File: config.mk
export PLATFORM = sky130hd
export DESIGN_NAME = vfcr_top
export DESIGN_NICKNAME = d
export VERILOG_FILES = /design/src/vfcr_pkg.sv /design/src/vfcr_sync_shaper.sv /design/src/vfcr_gain_select.sv /design/src/vfcr_top.sv
export VERILOG_INCLUDE_DIRS = /design/src
export SDC_FILE = /design/constraint.sdc
export NUM_CORES = 1
export LEC_CHECK = 0
export BUFFER_PORTS_ARGS = -buffer_cell sky130_fd_sc_hd__buf_4
export CORE_UTILIZATION = 50
export CTS_CLUSTER_SIZE = 10
export DETAILED_ROUTE_END_ITERATION = 10
export PLACE_DENSITY = 0.73
export SLEW_MARGIN = 20
export SYNTH_ARGS = -nofsm -noshare
export SYNTH_HDL_FRONTEND = slang
export SYNTH_SLANG_ARGS = --single-unit
File: constraint.sdc
create_clock -name CORE_CLK_I -period 3.65 [get_ports CORE_CLK_I]
set_input_delay 0.1825 -clock CORE_CLK_I [delete_from_list [all_inputs] [get_ports CORE_CLK_I]]
set_output_delay 0.1825 -clock CORE_CLK_I [all_outputs]
set_load 0.02 [all_outputs]
File: src/vfcr_params.svh
// Register indices, field positions, reset values and fixed bits of the front-end bank
`ifndef VFCR_PARAMS_SVH
`define VFCR_PARAMS_SVH

// Register indices; the Avalon byte address is four times the index
`define VFCR_IDX_PORT_CLK_GAIN 8'h41
`define VFCR_IDX_SYNC_CTRL 8'h45
`define VFCR_IDX_AGC_ENABLE 8'h46
`define VFCR_IDX_GAIN_CH1 8'h47
`define VFCR_IDX_GAIN_CH2 8'h48
`define VFCR_IDX_GAIN_CH3 8'h49
`define VFCR_IDX_GAIN_CH4 8'h4a
`define VFCR_IDX_ADC_REF 8'h4b
`define VFCR_IDX_POWER_DOWN 8'h4c
`define VFCR_IDX_LOSS_MODE 8'h4d
`define VFCR_IDX_FREERUN 8'h4f
`define VFCR_IDX_PEAK_CH12 8'h50
`define VFCR_IDX_PEAK_CH34 8'h51
`define VFCR_IDX_CLAMP_TEST 8'h52
`define VFCR_IDX_STATUS 8'h55
`define VFCR_IDX_ANALOG_TEST 8'h56
`define VFCR_IDX_CORING_SW 8'h57

// Reset values as read back, fixed bits included
`define VFCR_RST_PORT_CLK_GAIN 8'h77
`define VFCR_RST_SYNC_CTRL 8'hd1
`define VFCR_RST_AGC_ENABLE 8'h00
`define VFCR_RST_GAIN_LOW 8'hf0
`define VFCR_RST_ADC_REF 8'h02
`define VFCR_RST_POWER_DOWN 8'h00
`define VFCR_RST_LOSS_MODE 8'h0f
`define VFCR_RST_FREERUN 8'h05
`define VFCR_RST_PEAK 8'h00
`define VFCR_RST_CLAMP_TEST 8'h00
`define VFCR_RST_ANALOG_TEST 8'h00
`define VFCR_RST_CORING_SW 8'h30

// Writable bit masks and fixed bits that always read back
`define VFCR_MASK_PORT_CLK_GAIN 8'hf7
`define VFCR_MASK_SYNC_CTRL 8'h3c
`define VFCR_FIX_SYNC_CTRL 8'hc1
`define VFCR_MASK_ADC_REF 8'h63
`define VFCR_MASK_POWER_DOWN 8'h3f
`define VFCR_MASK_LOSS_MODE 8'h0c
`define VFCR_FIX_LOSS_MODE 8'h03
`define VFCR_MASK_CLAMP_TEST 8'hdf

// Field positions
`define VFCR_POS_PCLK_OE 7
`define VFCR_POS_GAIN_C 4
`define VFCR_POS_GAIN_Y 0
`define VFCR_POS_VSYNC_ALIGN_SELECT 5
`define VFCR_POS_FIELD_FLAG_POLARITY 4
`define VFCR_POS_HSYNC_POLARITY 3
`define VFCR_POS_VSYNC_POLARITY 2
`define VFCR_POS_AGC_OFF 4
`define VFCR_POS_GAIN_MSB 0
`define VFCR_POS_CURRENT_REF_BOOST 6
`define VFCR_POS_VREF 5
`define VFCR_POS_VAA 1
`define VFCR_POS_VLP 0
`define VFCR_POS_AUDIO_DAC_POWER_DOWN 5
`define VFCR_POS_AUDIO_ADC_POWER_DOWN 4
`define VFCR_POS_VIDEO_ADC_POWER_DOWN 0
`define VFCR_POS_LOSS 2
`define VFCR_POS_FMR 6
`define VFCR_POS_YNR 4
`define VFCR_POS_CLAMP_MODE_SELECT 2
`define VFCR_POS_PSP 0
`define VFCR_POS_AAA 4
`define VFCR_POS_CORING 4
`define VFCR_POS_INSEL 0

// DAC gain base in 1/32 units: code 0 is 29/32 = 90.625 percent
`define VFCR_DAC_GAIN_BASE 6'h1d

`endif

File: src/vfcr_pkg.sv
// Types shared by the front-end configuration bank
package vfcr_pkg;

  typedef logic [7:0] vfcr_byte_t;
  typedef logic [8:0] vfcr_gain_t;

  typedef enum logic {
    VFCR_BUS_ACCEPT = 1'b0,
    VFCR_BUS_FINISH = 1'b1
  } vfcr_bus_state_t;

endpackage

File: src/vfcr_sync_shaper.sv
// One channel of sync and field flag shaping
`timescale 1ns/1ns
module vfcr_sync_shaper
  import vfcr_pkg::*;
(
  // Clock and reset
  input wire logic clk_i,
  input wire logic rst_i,
  // Configuration
  input wire logic vsync_align_select_i,
  input wire logic field_flag_polarity_i,
  input wire logic hsync_polarity_i,
  input wire logic vsync_polarity_i,
  // Raw timing, active high sync
  input wire logic hsync_raw_i,
  input wire logic vsync_raw_i,
  input wire logic odd_field_i,
  // Shaped outputs
  output logic hsync_o,
  output logic vsync_o,
  output logic field_o
);

  logic hs_prev_reg;
  logic vs_lat_reg;
  logic odd_lat_reg;
  wire hs_rise = hsync_raw_i & ~hs_prev_reg;
  // Aligned to hsync: vsync and field change only at a hsync leading edge
  wire vs_sel = vsync_align_select_i ? vs_lat_reg : vsync_raw_i;
  wire odd_sel = vsync_align_select_i ? odd_lat_reg : odd_field_i;

  always_ff @(posedge clk_i) begin
    if (rst_i) begin
      hs_prev_reg <= 1'b0;
      vs_lat_reg <= 1'b0;
      odd_lat_reg <= 1'b0;
      hsync_o <= 1'b1;
      vsync_o <= 1'b1;
      field_o <= 1'b0;
    end else begin
      hs_prev_reg <= hsync_raw_i;
      if (hs_rise) begin
        vs_lat_reg <= vsync_raw_i;
        odd_lat_reg <= odd_field_i;
      end
      hsync_o <= hsync_polarity_i ? hsync_raw_i : ~hsync_raw_i;
      vsync_o <= vsync_polarity_i ? vs_sel : ~vs_sel;
      field_o <= field_flag_polarity_i ? ~odd_sel : odd_sel;
    end
  end

endmodule

File: src/vfcr_gain_select.sv
// One channel of AGC gain selection between loop and manual value
`timescale 1ns/1ns
module vfcr_gain_select
  import vfcr_pkg::*;
(
  // Clock and reset
  input wire logic clk_i,
  input wire logic rst_i,
  // Control
  input wire logic auto_gain_loop_off_i,
  input wire vfcr_gain_t manual_gain_value_i,
  input wire vfcr_gain_t loop_gain_i,
  // Result
  output vfcr_gain_t gain_o
);

  always_ff @(posedge clk_i) begin
    if (rst_i) begin
      gain_o <= 9'h000;
    end else begin
      gain_o <= auto_gain_loop_off_i ? manual_gain_value_i : loop_gain_i;
    end
  end

endmodule

File: src/vfcr_top.sv
// Video front-end configuration and status register bank on Avalon-MM
//
// Overview of operation
// DAC gain 90.625 to 112.5 percent, steps
// Vsync and field aligned to vsync or hsync
// Field flag high odd or even
// Hsync output polarity select
// Vsync output polarity select
// Per-channel AGC loop off uses manual gain
// Nine-bit manual gain, split, reset 0f0
// Current reference boost bit
// Voltage reference shut-down bit
// Video anti-alias enable and low power
// Audio and video converter power-down bits
// No-video flag speed, reset slowest
// Free-run rate auto, 60 or 50
// Luma noise reduction level
// Clamping mode, reset automatic
// Slice level, reset medium
// Audio input anti-alias enable
// Read-only field status per channel
// Read-only vertical active status per channel
// Per-channel analog input A or B
// Sharpness coring nibble, reset 3
// Port clock pins driven only when enabled
// Software rewrites fixed bits as shown
`timescale 1ns/1ns
`include "vfcr_params.svh"
module vfcr_top
  import vfcr_pkg::*;
(
  // Clock and reset
  input wire logic CORE_CLK_I,
  input wire logic RST_I,
  // Avalon-MM slave
  input wire logic [9:0] AVS_ADDRESS_I,
  input wire logic AVS_READ_I,
  input wire logic AVS_WRITE_I,
  input wire logic [31:0] AVS_WRITEDATA_I,
  input wire logic [3:0] AVS_BYTEENABLE_I,
  output logic [31:0] AVS_READDATA_O,
  output logic AVS_WAITREQUEST_O,
  // Decoder timing, per channel, from core logic
  input wire logic [3:0] HSYNC_RAW_I,
  input wire logic [3:0] VSYNC_RAW_I,
  input wire logic [3:0] ODD_FIELD_I,
  input wire logic [3:0] VACTIVE_I,
  input wire logic [35:0] LOOP_GAIN_I,
  // Port clock sources
  input wire logic [1:0] PORT_CLK_SRC_I,
  // Sync outputs
  output logic [3:0] HSYNC_O,
  output logic [3:0] VSYNC_O,
  output logic [3:0] FIELD_O,
  // Port clock pins
  output logic [1:0] PORT_CLK_O,
  output logic [1:0] PORT_CLK_OE_O,
  // DAC gain in 1/32 units
  output logic [5:0] DAC_GAIN_Y_O,
  output logic [5:0] DAC_GAIN_C_O,
  // Channel gain
  output logic [3:0] AGC_LOOP_OFF_O,
  output logic [35:0] CH_GAIN_O,
  // Analog front-end control
  output logic CUR_REF_BOOST_O,
  output logic VOLT_REF_OFF_O,
  output logic VIDEO_AA_EN_O,
  output logic VIDEO_LOW_POWER_O,
  output logic AUDIO_DAC_PD_O,
  output logic AUDIO_ADC_PD_O,
  output logic [3:0] VIDEO_ADC_PD_O,
  output logic [1:0] LOSS_FLAG_SPEED_O,
  output logic [1:0] FREERUN_SELECT_O,
  output logic [1:0] LUMA_NOISE_REDUCE_O,
  output logic [1:0] CLAMP_MODE_O,
  output logic [1:0] SLICE_LEVEL_O,
  output logic AUDIO_AA_EN_O,
  output logic [15:0] PEAKING_TEST_O,
  output logic [7:0] CLAMP_TEST_O,
  output logic [7:0] ANALOG_TEST_O,
  output logic [3:0] INPUT_SOURCE_SEL_O,
  output logic [3:0] SHARP_CORING_O
);

  ////////////////////////////////////////////////////////////////////////////////
  // Bus handshake

  vfcr_bus_state_t bus_state_reg;
  vfcr_byte_t rd_byte;
  wire [7:0] reg_index = AVS_ADDRESS_I[9:2];
  wire bus_req = AVS_READ_I | AVS_WRITE_I;
  // Every access takes one wait state, so read data can come from a flop
  wire bus_done = bus_req & (bus_state_reg == VFCR_BUS_FINISH);
  wire wr_go = bus_done & AVS_WRITE_I & AVS_BYTEENABLE_I[0];

  always_ff @(posedge CORE_CLK_I) begin
    if (RST_I) begin
      bus_state_reg <= VFCR_BUS_ACCEPT;
      AVS_WAITREQUEST_O <= 1'b1;
      AVS_READDATA_O <= 32'h0000_0000;
    end else begin
      unique case (bus_state_reg)
        VFCR_BUS_ACCEPT: begin
          if (bus_req) begin
            bus_state_reg <= VFCR_BUS_FINISH;
            AVS_WAITREQUEST_O <= 1'b0;
            AVS_READDATA_O <= {24'h00_0000, rd_byte};
          end
        end
        VFCR_BUS_FINISH: begin
          bus_state_reg <= VFCR_BUS_ACCEPT;
          AVS_WAITREQUEST_O <= 1'b1;
        end
      endcase
    end
  end

  ////////////////////////////////////////////////////////////////////////////////
  // Address decode

  wire hit_pclk = reg_index == `VFCR_IDX_PORT_CLK_GAIN;
  wire hit_sync = reg_index == `VFCR_IDX_SYNC_CTRL;
  wire hit_agc = reg_index == `VFCR_IDX_AGC_ENABLE;
  wire hit_g1 = reg_index == `VFCR_IDX_GAIN_CH1;
  wire hit_g2 = reg_index == `VFCR_IDX_GAIN_CH2;
  wire hit_g3 = reg_index == `VFCR_IDX_GAIN_CH3;
  wire hit_g4 = reg_index == `VFCR_IDX_GAIN_CH4;
  wire hit_ref = reg_index == `VFCR_IDX_ADC_REF;
  wire hit_pd = reg_index == `VFCR_IDX_POWER_DOWN;
  wire hit_loss = reg_index == `VFCR_IDX_LOSS_MODE;
  wire hit_fr = reg_index == `VFCR_IDX_FREERUN;
  wire hit_pk12 = reg_index == `VFCR_IDX_PEAK_CH12;
  wire hit_pk34 = reg_index == `VFCR_IDX_PEAK_CH34;
  wire hit_ct = reg_index == `VFCR_IDX_CLAMP_TEST;
  wire hit_st = reg_index == `VFCR_IDX_STATUS;
  wire hit_at = reg_index == `VFCR_IDX_ANALOG_TEST;
  wire hit_cs = reg_index == `VFCR_IDX_CORING_SW;

  ////////////////////////////////////////////////////////////////////////////////
  // Configuration registers

  vfcr_byte_t pclk_reg;
  vfcr_byte_t sync_reg;
  vfcr_byte_t agc_reg;
  vfcr_byte_t g1_reg;
  vfcr_byte_t g2_reg;
  vfcr_byte_t g3_reg;
  vfcr_byte_t g4_reg;
  vfcr_byte_t ref_reg;
  vfcr_byte_t pd_reg;
  vfcr_byte_t loss_reg;
  vfcr_byte_t fr_reg;
  vfcr_byte_t pk12_reg;
  vfcr_byte_t pk34_reg;
  vfcr_byte_t ct_reg;
  vfcr_byte_t at_reg;
  vfcr_byte_t cs_reg;
  vfcr_byte_t wd;
  assign wd = AVS_WRITEDATA_I[7:0];

  // Fixed bits are not stored; they read back at their fixed value
  always_ff @(posedge CORE_CLK_I) begin
    if (RST_I) begin
      pclk_reg <= `VFCR_RST_PORT_CLK_GAIN & `VFCR_MASK_PORT_CLK_GAIN;
      sync_reg <= `VFCR_RST_SYNC_CTRL & `VFCR_MASK_SYNC_CTRL;
      agc_reg <= `VFCR_RST_AGC_ENABLE;
      g1_reg <= `VFCR_RST_GAIN_LOW;
      g2_reg <= `VFCR_RST_GAIN_LOW;
      g3_reg <= `VFCR_RST_GAIN_LOW;
      g4_reg <= `VFCR_RST_GAIN_LOW;
      ref_reg <= `VFCR_RST_ADC_REF & `VFCR_MASK_ADC_REF;
      pd_reg <= `VFCR_RST_POWER_DOWN;
      loss_reg <= `VFCR_RST_LOSS_MODE & `VFCR_MASK_LOSS_MODE;
      fr_reg <= `VFCR_RST_FREERUN;
      pk12_reg <= `VFCR_RST_PEAK;
      pk34_reg <= `VFCR_RST_PEAK;
      ct_reg <= `VFCR_RST_CLAMP_TEST;
      at_reg <= `VFCR_RST_ANALOG_TEST;
      cs_reg <= `VFCR_RST_CORING_SW;
    end else if (wr_go) begin
      if (hit_pclk) begin
        pclk_reg <= wd & `VFCR_MASK_PORT_CLK_GAIN;
      end
      if (hit_sync) begin
        sync_reg <= wd & `VFCR_MASK_SYNC_CTRL;
      end
      if (hit_agc) begin
        agc_reg <= wd;
      end
      if (hit_g1) begin
        g1_reg <= wd;
      end
      if (hit_g2) begin
        g2_reg <= wd;
      end
      if (hit_g3) begin
        g3_reg <= wd;
      end
      if (hit_g4) begin
        g4_reg <= wd;
      end
      if (hit_ref) begin
        ref_reg <= wd & `VFCR_MASK_ADC_REF;
      end
      if (hit_pd) begin
        pd_reg <= wd & `VFCR_MASK_POWER_DOWN;
      end
      if (hit_loss) begin
        loss_reg <= wd & `VFCR_MASK_LOSS_MODE;
      end
      if (hit_fr) begin
        fr_reg <= wd;
      end
      if (hit_pk12) begin
        pk12_reg <= wd;
      end
      if (hit_pk34) begin
        pk34_reg <= wd;
      end
      if (hit_ct) begin
        ct_reg <= wd & `VFCR_MASK_CLAMP_TEST;
      end
      if (hit_at) begin
        at_reg <= wd;
      end
      if (hit_cs) begin
        cs_reg <= wd;
      end
    end
  end

  ////////////////////////////////////////////////////////////////////////////////
  // Field extraction

  wire vsync_align_select = sync_reg[`VFCR_POS_VSYNC_ALIGN_SELECT];
  wire field_flag_polarity = sync_reg[`VFCR_POS_FIELD_FLAG_POLARITY];
  wire hsync_polarity = sync_reg[`VFCR_POS_HSYNC_POLARITY];
  wire vsync_polarity = sync_reg[`VFCR_POS_VSYNC_POLARITY];
  wire [3:0] auto_gain_loop_off = agc_reg[`VFCR_POS_AGC_OFF +: 4];
  wire [3:0] gain_msb = agc_reg[`VFCR_POS_GAIN_MSB +: 4];
  // Bit 8 of each channel's gain lives in the shared enable register
  wire [35:0] manual_gain_value = {gain_msb[3], g4_reg, gain_msb[2], g3_reg,
                                   gain_msb[1], g2_reg, gain_msb[0], g1_reg};
  wire [2:0] gain_code_c = pclk_reg[`VFCR_POS_GAIN_C +: 3];
  wire [2:0] gain_code_y = pclk_reg[`VFCR_POS_GAIN_Y +: 3];
  wire port_clock_output_enable = pclk_reg[`VFCR_POS_PCLK_OE];
  wire [3:0] field_flag_status;
  wire [3:0] vertical_active_status;

  ////////////////////////////////////////////////////////////////////////////////
  // Read multiplexer

  // Unmapped indices and byte lanes above the low one read as zero
  assign rd_byte = ({8{hit_pclk}} & pclk_reg)
                 | ({8{hit_sync}} & (sync_reg | `VFCR_FIX_SYNC_CTRL))
                 | ({8{hit_agc}} & agc_reg)
                 | ({8{hit_g1}} & g1_reg)
                 | ({8{hit_g2}} & g2_reg)
                 | ({8{hit_g3}} & g3_reg)
                 | ({8{hit_g4}} & g4_reg)
                 | ({8{hit_ref}} & ref_reg)
                 | ({8{hit_pd}} & pd_reg)
                 | ({8{hit_loss}} & (loss_reg | `VFCR_FIX_LOSS_MODE))
                 | ({8{hit_fr}} & fr_reg)
                 | ({8{hit_pk12}} & pk12_reg)
                 | ({8{hit_pk34}} & pk34_reg)
                 | ({8{hit_ct}} & ct_reg)
                 | ({8{hit_st}} & {field_flag_status, vertical_active_status})
                 | ({8{hit_at}} & at_reg)
                 | ({8{hit_cs}} & cs_reg);

  ////////////////////////////////////////////////////////////////////////////////
  // Per-channel sync shaping and gain selection

  genvar ch;
  generate
    for (ch = 0; ch < 4; ch++) begin : g_chan
      vfcr_sync_shaper u_shaper (
        .clk_i(CORE_CLK_I),
        .rst_i(RST_I),
        .vsync_align_select_i(vsync_align_select),
        .field_flag_polarity_i(field_flag_polarity),
        .hsync_polarity_i(hsync_polarity),
        .vsync_polarity_i(vsync_polarity),
        .hsync_raw_i(HSYNC_RAW_I[ch]),
        .vsync_raw_i(VSYNC_RAW_I[ch]),
        .odd_field_i(ODD_FIELD_I[ch]),
        .hsync_o(HSYNC_O[ch]),
        .vsync_o(VSYNC_O[ch]),
        .field_o(FIELD_O[ch])
      );
      vfcr_gain_select u_gain (
        .clk_i(CORE_CLK_I),
        .rst_i(RST_I),
        .auto_gain_loop_off_i(auto_gain_loop_off[ch]),
        .manual_gain_value_i(manual_gain_value[ch*9 +: 9]),
        .loop_gain_i(LOOP_GAIN_I[ch*9 +: 9]),
        .gain_o(CH_GAIN_O[ch*9 +: 9])
      );
    end
  endgenerate

  // Status shows the shaped field flag, so it follows the polarity bit
  assign field_flag_status = FIELD_O;
  assign vertical_active_status = vact_reg;

  ////////////////////////////////////////////////////////////////////////////////
  // Registered control outputs

  logic [3:0] vact_reg;

  always_ff @(posedge CORE_CLK_I) begin
    if (RST_I) begin
      vact_reg <= 4'h0;
      PORT_CLK_O <= 2'h0;
      PORT_CLK_OE_O <= 2'h0;
      DAC_GAIN_Y_O <= 6'h00;
      DAC_GAIN_C_O <= 6'h00;
      AGC_LOOP_OFF_O <= 4'h0;
    end else begin
      vact_reg <= VACTIVE_I;
      PORT_CLK_O <= PORT_CLK_SRC_I;
      PORT_CLK_OE_O <= {2{port_clock_output_enable}};
      DAC_GAIN_Y_O <= `VFCR_DAC_GAIN_BASE + {3'h0, gain_code_y};
      DAC_GAIN_C_O <= `VFCR_DAC_GAIN_BASE + {3'h0, gain_code_c};
      AGC_LOOP_OFF_O <= auto_gain_loop_off;
    end
  end

  // Analog settings are copied from the bank one cycle after the write
  always_ff @(posedge CORE_CLK_I) begin
    if (RST_I) begin
      CUR_REF_BOOST_O <= 1'b0;
      VOLT_REF_OFF_O <= 1'b0;
      VIDEO_AA_EN_O <= 1'b0;
      VIDEO_LOW_POWER_O <= 1'b0;
      AUDIO_DAC_PD_O <= 1'b0;
      AUDIO_ADC_PD_O <= 1'b0;
      VIDEO_ADC_PD_O <= 4'h0;
      LOSS_FLAG_SPEED_O <= 2'h0;
      FREERUN_SELECT_O <= 2'h0;
      LUMA_NOISE_REDUCE_O <= 2'h0;
      CLAMP_MODE_O <= 2'h0;
      SLICE_LEVEL_O <= 2'h0;
      AUDIO_AA_EN_O <= 1'b0;
      PEAKING_TEST_O <= 16'h0000;
      CLAMP_TEST_O <= 8'h00;
      ANALOG_TEST_O <= 8'h00;
      INPUT_SOURCE_SEL_O <= 4'h0;
      SHARP_CORING_O <= 4'h0;
    end else begin
      CUR_REF_BOOST_O <= ref_reg[`VFCR_POS_CURRENT_REF_BOOST];
      VOLT_REF_OFF_O <= ref_reg[`VFCR_POS_VREF];
      VIDEO_AA_EN_O <= ref_reg[`VFCR_POS_VAA];
      VIDEO_LOW_POWER_O <= ref_reg[`VFCR_POS_VLP];
      AUDIO_DAC_PD_O <= pd_reg[`VFCR_POS_AUDIO_DAC_POWER_DOWN];
      AUDIO_ADC_PD_O <= pd_reg[`VFCR_POS_AUDIO_ADC_POWER_DOWN];
      VIDEO_ADC_PD_O <= pd_reg[`VFCR_POS_VIDEO_ADC_POWER_DOWN +: 4];
      LOSS_FLAG_SPEED_O <= loss_reg[`VFCR_POS_LOSS +: 2];
      FREERUN_SELECT_O <= fr_reg[`VFCR_POS_FMR +: 2];
      LUMA_NOISE_REDUCE_O <= fr_reg[`VFCR_POS_YNR +: 2];
      CLAMP_MODE_O <= fr_reg[`VFCR_POS_CLAMP_MODE_SELECT +: 2];
      SLICE_LEVEL_O <= fr_reg[`VFCR_POS_PSP +: 2];
      AUDIO_AA_EN_O <= ct_reg[`VFCR_POS_AAA];
      PEAKING_TEST_O <= {pk34_reg, pk12_reg};
      CLAMP_TEST_O <= ct_reg;
      ANALOG_TEST_O <= at_reg;
      INPUT_SOURCE_SEL_O <= cs_reg[`VFCR_POS_INSEL +: 4];
      SHARP_CORING_O <= cs_reg[`VFCR_POS_CORING +: 4];
    end
  end

endmodule

== Yosys cells after proc, flatten, opt, wreduce, memory -nomap -nowiden ==
Cells that the tools add are included.

* Muxes and demuxes: 28
* Equal/unequal tests: 18
* Add/sub/neg operators: 2
* Reductions and logical operators: 17
* Bitwise operators: 58

{| class="wikitable"
|+ Operators by type and width
! kind !! count
|-
| 8-bit by 7-bit == test with 1-bit output (second input constant) || 17
|-
| 8-bit bitwise OR || 16
|-
| 8-bit AND || 14
|-
| 9-bit 2-to-1 mux || 4
|-
| 2-bit AND reduction || 17
|-
| 1-bit 2-to-1 mux || 22
|-
| 1-bit inverter || 17
|-
| 5-bit by 3-bit adder with 6-bit output (first input constant) || 2
|-
| 8-bit by 4-bit AND with 8-bit output || 1
|-
| 8-bit by 6-bit AND with 8-bit output || 1
|-
| 8-bit by 7-bit AND with 8-bit output || 1
|-
| 1-bit AND || 7
|-
| 1-bit case mux with 2 select lines || 2
|-
| 2-bit != test (second input constant) || 1
|-
| 1-bit bitwise OR || 1
|}

* Output and inout bits: 162
* Bits in registers: 263
* Logic and storage cells: 194

== Depth between registers and ports, before layout ==
Gate-level depths: netlist of the first run.

* Depth in word-level cells: 18
* Depth in mapped cells: 8
* Gate-level depth less buffers: 5

== Hierarchy ==
A second synthesis of the first run with hierarchy kept.

* Cell total of the unflattened synthesis: 1,062
* Area total of the unflattened synthesis: 10,253.6 sq um

{| class="wikitable"
|+ Modules (own cells, without submodules)
! module !! seq. area each (sq um) !! instances !! cells an instance !! area an instance (sq um)
|-
| vfcr_top || 4,043.9 || 1 || 866 || 8,076.5
|-
| vfcr_gain_select || 180.2 || 4 || 29 || 319.1
|-
| vfcr_sync_shaper || 120.1 || 4 || 20 || 225.2
|}

== Worst setup path before layout of the first run ==
Ideal clock, no wire load.

* Kind: register to register
* Start: register bus_state_reg
* End: register cs_reg[4]
* Arrival: 1,501 ps
* Path slack: 2,029 ps
* Required time: 3,530 ps
* Stages on the path, launching flop included: 8
* Path buffers: 2
* Cell sequence: dfxtp_1 and3_1 buf_2 nand2_1 buf_2 nor2_2 nor2b_1 a211o_1

* Word-level cells in the longest chain between the ends: 4

{| class="wikitable"
|+ Ends and longest elaborated chain
! element !! RTL line !! source
|-
| start: declaration || vfcr_top.sv:88 || <nowiki>vfcr_bus_state_t bus_state_reg;</nowiki>
|-
| start signal: assignment || vfcr_top.sv:98 || <nowiki>bus_state_reg <= VFCR_BUS_ACCEPT;</nowiki>
|-
| start signal: assignment || vfcr_top.sv:105 || <nowiki>bus_state_reg <= VFCR_BUS_FINISH;</nowiki>
|-
| start signal: assignment || vfcr_top.sv:111 || <nowiki>bus_state_reg <= VFCR_BUS_ACCEPT;</nowiki>
|-
| 1-bit AND || vfcr_top.sv:93 || <nowiki>wire bus_done = bus_req & (bus_state_reg == VFCR_BUS_FINISH);</nowiki>
|-
| 1-bit AND (2 in a row) || vfcr_top.sv:94 || <nowiki>wire wr_go = bus_done & AVS_WRITE_I & AVS_BYTEENABLE_I[0];</nowiki>
|-
| 2-bit AND reduction (no line) || n/a ||
|-
| end signal: assignment || vfcr_top.sv:179 || <nowiki>cs_reg <= `VFCR_RST_CORING_SW;</nowiki>
|-
| end signal: assignment || vfcr_top.sv:227 || <nowiki>cs_reg <= wd;</nowiki>
|-
| end: declaration || vfcr_top.sv:157 || <nowiki>vfcr_byte_t cs_reg;</nowiki>
|}

Every way passes these cells.
A chain may end at the register's enable or synchronous reset.

== Worst setup path after layout of the first run ==
* Start: register bus_state_reg
* End: register ref_reg[6]

* Word-level cells in the longest chain between the ends: 4

{| class="wikitable"
|+ Ends and longest elaborated chain
! element !! RTL line !! source
|-
| 1-bit AND || vfcr_top.sv:93 ||
|-
| 1-bit AND (2 in a row) || vfcr_top.sv:94 ||
|-
| 2-bit AND reduction (no line) || n/a ||
|-
| end signal: assignment || vfcr_top.sv:171 || <nowiki>ref_reg <= `VFCR_RST_ADC_REF & `VFCR_MASK_ADC_REF;</nowiki>
|-
| end signal: assignment || vfcr_top.sv:203 || <nowiki>ref_reg <= wd & `VFCR_MASK_ADC_REF;</nowiki>
|-
| end: declaration || vfcr_top.sv:149 || <nowiki>vfcr_byte_t ref_reg;</nowiki>
|}

Every way passes these cells.

==> run_results.csv, run 1 <==
group,metric,value,unit
synthesis,ys_types,69,
min_path,whs_endpoint,"agc_reg[5]$_SDFFE_PP0P_",
sta,period_share,64.6,%
synthesis,ys_top_cells_by_count,"262 x dfxtp_1, 151 x nor2_1, 122 x mux2i_1, 99 x nor2b_1, 51 x clkbuf_1",
clock_tree,cts_tree,"yes",
sta,setup_tns,0,ps
synthesis,synth.most_common_cell,"dfxtp_1",
cells_and_area,top_regs,"g_chan.u_gain.gain_o (36), PEAKING_TEST_O (16)",
clock_tree,cts_max_level,1,
synthesis,syn_area,0.0104,mm^2
synthesis,synth_warnings,0,
grt,grt_max_degree,152,
worst_setup_path,r2r_slack,1290,ps
synthesis,synthAdderAreaFrac,0.483,%
cells_and_area,fin_nets,1379,
worst_setup_path,reg2regPathDepth,5,
sta,relSlewSlack,27.2,%
clock_tree,cts_hold_buf,54,
synthesis,synth_top_family_by_area,"simple AND/OR/NAND/NOR gates",
worst_setup_path,cp_max_fo,11,
drt,num_vias,8378,
floorplan,fp-row-count,52,
synthesis,synthArstFlopShare,0,%
clock_tree,clockBufferDepth,3,
clock_tree,insertion_delay,540,ps
floorplan,die_w,146,um
cells_and_area,n_antenna_cell,0,
worst_setup_path,r2r-end,"ref_reg[6]$_SDFFE_PP0P_",
grt,grt_overflow,0,
synthesis,netlist_instances,1056,
synthesis,synthTopCellsByArea,"dfxtp_1 51%, mux2i_1 12%, nor2b_1 6.0%",
grt,track_usage,27.6,%
sta,maxSlewViolCount,0,
cells_and_area,drive_gt1_share,21.9,%
grt,grt_pass1_wl,45700,um
synthesis,synth_edf_count,0,
sta,rsz0062_at_grt,"false",
sta,finalSetupViolCount,0,
place,hpwlAfterDp,20100,um
run_status,status,"finished, final reports clean",
clock_tree,post_cts_resized,0,
clock_tree,post_cts_buffers,0,
worst_setup_path,arrival,2740,ps
clock_tree,cts-root-buf,"clkbuf_16",
clock_tree,cts_made_buffers,30,
floorplan,die_y,146,um
sta,worst_pin_slew,1090,ps
power_and_ir_drop,total_power,6.03,mW
synthesis,ys_ff_latch,262,
min_path,hp-class,"input pin to flop",
worst_setup_path,path_class,"flop to flop",
drt,first_iter_violations,813,
worst_setup_path,cp_data_required_time,4030,ps
synthesis,synth_ff_type,"dfxtp_1",
min_path,min_path_cells,3,
synthesis,synthMuxAreaShare,12.5,%
min_path,min_from,"AVS_WRITEDATA_I[5]",
drt,drtAntennaViolNets,0,
grt,grt_pass1_vias,8180,
drt,drtPass1Iterations,6,
synthesis,synthSimpleGateAreaFrac,19.1,%
synthesis,seq_area_frac_synth,50.6,%
drt,finalWirelength,30000,um
floorplan,dieArea,0.0213,mm^2
place,placed_area,0.0118,mm^2
worst_setup_path,reg2reg_from,"bus_state_reg$_SDFF_PP0_",
place,port_buffers,211,
synthesis,avgSynthCellArea,9.81,um^2
cells_and_area,syn_to_final_growth,27.2,%
grt,grt_antenna_before_repair,0,
power_and_ir_drop,cellPowerDensity,458,mW/mm^2
cells_and_area,stdcell_area,0.0132,mm^2
sta,fmax,0.424,GHz
place,gp_congestion,0.913,
power_and_ir_drop,ir_worst_vdd,0.374,mV
worst_setup_path,start_kind,"flop",
cells_and_area,largest_reg_flops,36,
drt,wl_per_cell,19.4,um
sta,finalCriticalPeriod,2360,ps
cells_and_area,num-fill-cells,1646,
cells_and_area,regMostFlops,"g_chan.u_gain.gain_o",
drt,drc,0,
power_and_ir_drop,total_leakage_power,5.44,nW
sta,final-hold-violation-count,0,
synthesis,synth-xor-area-share,1.01,%
synthesis,synth_top_area_share,50.6,%
worst_setup_path,endpoint_kind,"flop",
clock_tree,clk_pin_slew,50,ps
floorplan,start_util,51.0,%
drt,via_per_inst,5.42,
sta,fin_skew,9.37,ps
run,drv_cap,0,
synthesis,synth_compound_area_share,9.85,%
clock_tree,clock-sinks,262,
floorplan,ioPinCount,266,
floorplan,coreArea,0.0203,mm^2
synthesis,synth_top_area_cell,"dfxtp_1",
[critical path, stage by stage (launching register included)]
cell	delay, ps
dfxtp_1	370
and3_1	540
nand2_1	470
nor2_1	500
mux2i_1	260
nor2_1	50
[metrics by stage]
stage / utilization, % / hold slack (ps) / instances / setup slack (ps)
2_1_floorplan: - / 300 / 1080 / 2030
3_3_place_gp: 58.3 / 391 / 1455 / 1230
3_5_place_dp: 58.3 / 400 / 1455 / 1230
4_1_cts: 64.9 / 0.654 / 1545 / 1370
5_1_grt: 64.9 / 5.02 / 1545 / 1200
6_report: 64.9 / 22.2 / 1545 / 1290
[power by group]
part / total [mW] / leakage [nW] / switching [mW] / internal [mW]
combinational: 0.520 / 2.91 / 0.303 / 0.217
sequential: 2.94 / 2.14 / 0.0248 / 2.92
clock: 2.57 / 0.397 / 1.06 / 1.51
total: 6.03 / 5.44 / 1.39 / 4.64
[cells by family after synthesis]
| family | after synthesis |
|---|---|
| adder cells (fa/ha/maj) | 4 |
| multiplexers | 127 |
| buffers and inverters | 126 |
| AO/OA/AOI/OAI | 147 |
| AND/OR/NAND/NOR | 377 |
| flip-flops | 262 |
| XOR/XNOR | 12 |
| other | 1 |
[cells in the final DEF, fill, tap and decap left out, drive strengths merged, types with 3 or more instances in the layout]
| master | netlist | routed |
|---|---|---|
| xnor2 | 4 | 4 |
| mux2i | 122 | 122 |
| o21ai | 27 | 27 |
| o21bai | 6 | 6 |
| conb | 1 | 25 |
| dfxtp | 262 | 262 |
| a22oi | 13 | 13 |
| dlygate4sd3 | 0 | 54 |
| o32ai | 3 | 3 |
| nand3b | 10 | 10 |
| nand3 | 18 | 18 |
| nor2 | 158 | 158 |
| o41ai | 3 | 3 |
| ha | 4 | 4 |
| o22ai | 5 | 5 |
| nor3 | 5 | 5 |
| inv | 12 | 12 |
| nor2b | 99 | 99 |
| a22o | 5 | 5 |
| clkbuf | 51 | 35 |
| xor2 | 8 | 8 |
| and3 | 6 | 6 |
| a211o | 22 | 22 |
| nand2 | 42 | 42 |
| a32oi | 4 | 4 |
| nand4 | 10 | 10 |
| a21oi | 30 | 30 |
| nand2b | 11 | 11 |
| and2 | 4 | 4 |
| mux2 | 3 | 3 |
| a311oi | 5 | 5 |
| a31oi | 6 | 6 |
| buf | 63 | 219 |
[worst max-delay path by stage]
stage,startpoint,to,slack (ps),cells after the start
final,bus_state_reg$_SDFF_PP0_,ref_reg[6]$_SDFFE_PP0P_,1290,5
after detailed placement,AVS_ADDRESS_I[6],g2_reg[7]$_SDFFE_PP1P_,1230,6
after CTS,bus_state_reg$_SDFF_PP0_,cs_reg[4]$_SDFFE_PP1P_,1370,5
after global routing,bus_state_reg$_SDFF_PP0_,cs_reg[4]$_SDFFE_PP1P_,1200,5
after global placement,AVS_ADDRESS_I[6],g2_reg[4]$_SDFFE_PP1P_,1230,6
after floorplan,bus_state_reg$_SDFF_PP0_,cs_reg[4]$_SDFFE_PP1P_,2030,7
[metal layers]
metal	wire (um)	part of all wire (%)	global-route usage, %	vias up
met1	12600	42	37.0	3948
li1	-	-	-	3965
met5	0	0	0	-
met3	2420	8.1	4.11	64
met4	964	3.2	10.4	0
met2	14000	47	45.0	401
[area by class of cell]
class | count | area, um^2 | area share (%)
Inverter | 12 | 45.0 | 0.342
Timing Repair Buffer | 273 | 2200 | 16.7
Tap cell | 270 | 338 | 2.56
Clock buffer | 35 | 801 | 6.07
Clock inverter | 1 | 5.00 | 0.0380
Sequential cell | 262 | 5250 | 39.8
Multi-Input combinational cell | 692 | 4550 | 34.5
(Power assumes the default switching activity.)
==> inputs of run 2 (changes only) <==
clock period = 2.3 ns   (was 3.65 ns; I/O delays follow)
==> run 2 against run 1 <==
Net effect:
- combinational power grew 65%
- worst hold slack better by 47 ps
- clock power increased by 56%
- critical path type unchanged
- largest cell class unchanged
==> run_results.csv, run 2 (synthesis gave the netlist of run 1 again) <==
group,metric,value,unit
sta,rsz0062_at_grt,"false",
grt,grt_pass1_vias,8479,
place,pre_cts_slack,377,ps
floorplan,die_w,146,um
sta,finalCriticalPeriod,1970,ps
drt,wl_per_cell,19.2,um
cells_and_area,top_regs,"g_chan.u_gain.gain_o (36), PEAKING_TEST_O (16)",
worst_setup_path,cp_data_required_time,2710,ps
run,drv_cap,0,
cells_and_area,n_antenna_cell,0,
sta,fin_ws,327,ps
floorplan,ioPinCount,266,
cells_and_area,syn_to_final_growth,30.3,%
power_and_ir_drop,pwr-share-comb,9.0,%
worst_setup_path,endpoint_kind,"flop",
min_path,hp-class,"input pin to flop",
worst_setup_path,r2r-end,"agc_reg[6]$_SDFFE_PP0P_",
worst_setup_path,cp-endpoint,"agc_reg[6]$_SDFFE_PP0P_",
cells_and_area,ff_latch_area,0.00525,mm^2
worst_setup_path,path_common_cell,"buf_4",
grt,grt_antenna_before_repair,0,
cells_and_area,multiInputGateArea,0.00455,mm^2
sta,worst_pin_slew,682,ps
power_and_ir_drop,clockPowerShare,42.1,%
cells_and_area,regMostFlops,"g_chan.u_gain.gain_o",
power_and_ir_drop,cellPowerDensity,707,mW/mm^2
drt,drtAntennaViolNets,0,
cells_and_area,final_common_cell,"dfxtp_1",
worst_setup_path,arrival,2380,ps
place,placed_area,0.0121,mm^2
clock_tree,clock-sinks,262,
worst_setup_path,start_kind,"flop",
cells_and_area,num-fill-cells,1638,
grt,grt_max_degree,100,
power_and_ir_drop,switchingPower,2.20,mW
drt,drc,0,
sta,period_share,85.8,%
floorplan,coreArea,0.0203,mm^2
drt,finalWirelength,30400,um
clock_tree,clockBufferDepth,3,
power_and_ir_drop,total_leakage_power,5.62,nW
cells_and_area,stdcell_count,1581,
worst_setup_path,crit_chain,"and3_1 -> buf_4 -> nand2_1 -> buf_4 -> nor2_2 -> mux2i_1 -> nor2_1",
sta,maxSlewViolCount,0,
worst_setup_path,reg2regPathDepth,7,
cells_and_area,drive_gt1_share,23.4,%
drt,drtPass1Iterations,5,
grt,grt_overflow,0,
worst_setup_path,r2r_slack,330,ps
drt,first_iter_violations,720,
power_and_ir_drop,switching_share,23.0,%
worst_setup_path,crit_path_top_delay_cell,"nor2_2",
cells_and_area,final_cell_mix,"262 x dfxtp_1, 245 x buf_4, 151 x nor2_1, 122 x mux2i_1, 99 x nor2b_1",
cells_and_area,stdcell_area,0.0135,mm^2
grt,track_usage,28.3,%
sta,hold_ws,69.1,ps
cells_and_area,fin_nets,1418,
sta,fmax,0.507,GHz
sta,final-hold-violation-count,0,
drt,num_vias,8596,
sta,setup_tns,0,ps
place,hpwlAfterDp,20800,um
place,port_buffers,211,
floorplan,fp-row-count,52,
run_status,status,"finished, final reports clean",
place,dpl.cell_count,1484,
power_and_ir_drop,internal-power,7.35,mW
sta,fin_skew,5.81,ps
clock_tree,clk_pin_slew,50,ps
power_and_ir_drop,power_frac_seq,48.9,%
sta,relSlewSlack,54.5,%
worst_setup_path,startpoint,"bus_state_reg$_SDFF_PP0_",
clock_tree,insertion_delay,540,ps
cells_and_area,largest_reg_flops,36,
cells_and_area,final_util,66.5,%
worst_setup_path,reg2reg_from,"bus_state_reg$_SDFF_PP0_",
floorplan,start_util,51.0,%
floorplan,die_y,146,um
worst_setup_path,cp_max_fo,8,
worst_setup_path,max_stage_delay,400,ps
clock_tree,post_cts_resized,0,
worst_setup_path,path_class,"flop to flop",
place,gp_congestion,0.947,
clock_tree,cts_made_buffers,30,
power_and_ir_drop,total_power,9.55,mW
power_and_ir_drop,ir_worst_vdd,0.509,mV
sta,finalSetupViolCount,0,
drt,via_per_inst,5.44,
clock_tree,cts_tree,"yes",
grt,grt_pass1_wl,47100,um
clock_tree,cts_max_level,1,
clock_tree,post_cts_buffers,0,
floorplan,dieArea,0.0213,mm^2
clock_tree,cts-root-buf,"clkbuf_16",
run 2: changes by cell type in the layout (fill, tap and decap cells not counted):
cell / delta
clkbuf_8: -1
inv_6: +1
dlygate4sd3_1: +10
buf_4: +28
clkbuf_1: -2
clkinv_2: -1
buf_12: +1
run 2: cell type report:
cell class                 instances  area share, %
sequential                       262           38.9
inverter                          12          0.334
clock buffer                      32           5.78
multi-input combinational        692           33.7
clock inverter                     1         0.0649
tap                              270           2.50
timing repair buffer             312           18.8
run 2: worst max-delay path, delay by kind of cell, from the launching register on:
kind / cells / cell delay, ps
and+or+nand+nor: 4 / 840
DFF: 1 / 370
buffers and inverters: 2 / 370
muxes: 1 / 260
run 2: worst min-delay path by stage:
stage	startpoint	end	slack [ps]	cells after the start
after floorplan	AVS_WRITEDATA_I[4]	cs_reg[4]$_SDFFE_PP1P_	230	1
after global placement	PORT_CLK_SRC_I[1]	PORT_CLK_O[1]$_SDFF_PP0_	320	2
after detailed placement	VACTIVE_I[2]	vact_reg[2]$_SDFF_PP0_	340	2
after CTS	AVS_ADDRESS_I[3]	AVS_READDATA_O[0]$_SDFFE_PP0P_	40	3
after global routing	RST_I	LOSS_FLAG_SPEED_O[1]$_SDFF_PP0_	110	2
final	RST_I	ANALOG_TEST_O[6]$_SDFF_PP0_	70	2
run 2: power groups by stage:
| stage | sequential, mW | clock [mW] | combinational [mW] |
|---|---|---|---|
| after global placement | 4.76 | 0 | 0.742 |
| final | 4.67 | 4.02 | 0.856 |
| after floorplan | 4.83 | 0 | 0.397 |
| after detailed placement | 4.76 | 0 | 0.751 |
| after CTS | 4.67 | 4.08 | 0.843 |
| after global routing | 4.67 | 4.25 | 0.907 |
run 2: repair_timing:
item / 4_1_cts / 5_1_grt
endpoints found under the hold margin: 101 / 0
setup endpoints to repair: 0 / 0
hold buffers: 64 / 0
run 2: layer usage:
| layer | global-route usage (%) | vias to the layer above | part of all wire [%] | wire length, um |
|---|---|---|---|---|
| met5 | 0 | - | 0 | 0 |
| met4 | 11.1 | 0 | 3.6 | 1080 |
| met2 | 47.3 | 388 | 47 | 14200 |
| met1 | 35.7 | 4088 | 41 | 12500 |
| met3 | 5.80 | 86 | 8.6 | 2620 |
| li1 | - | 4034 | - | - |
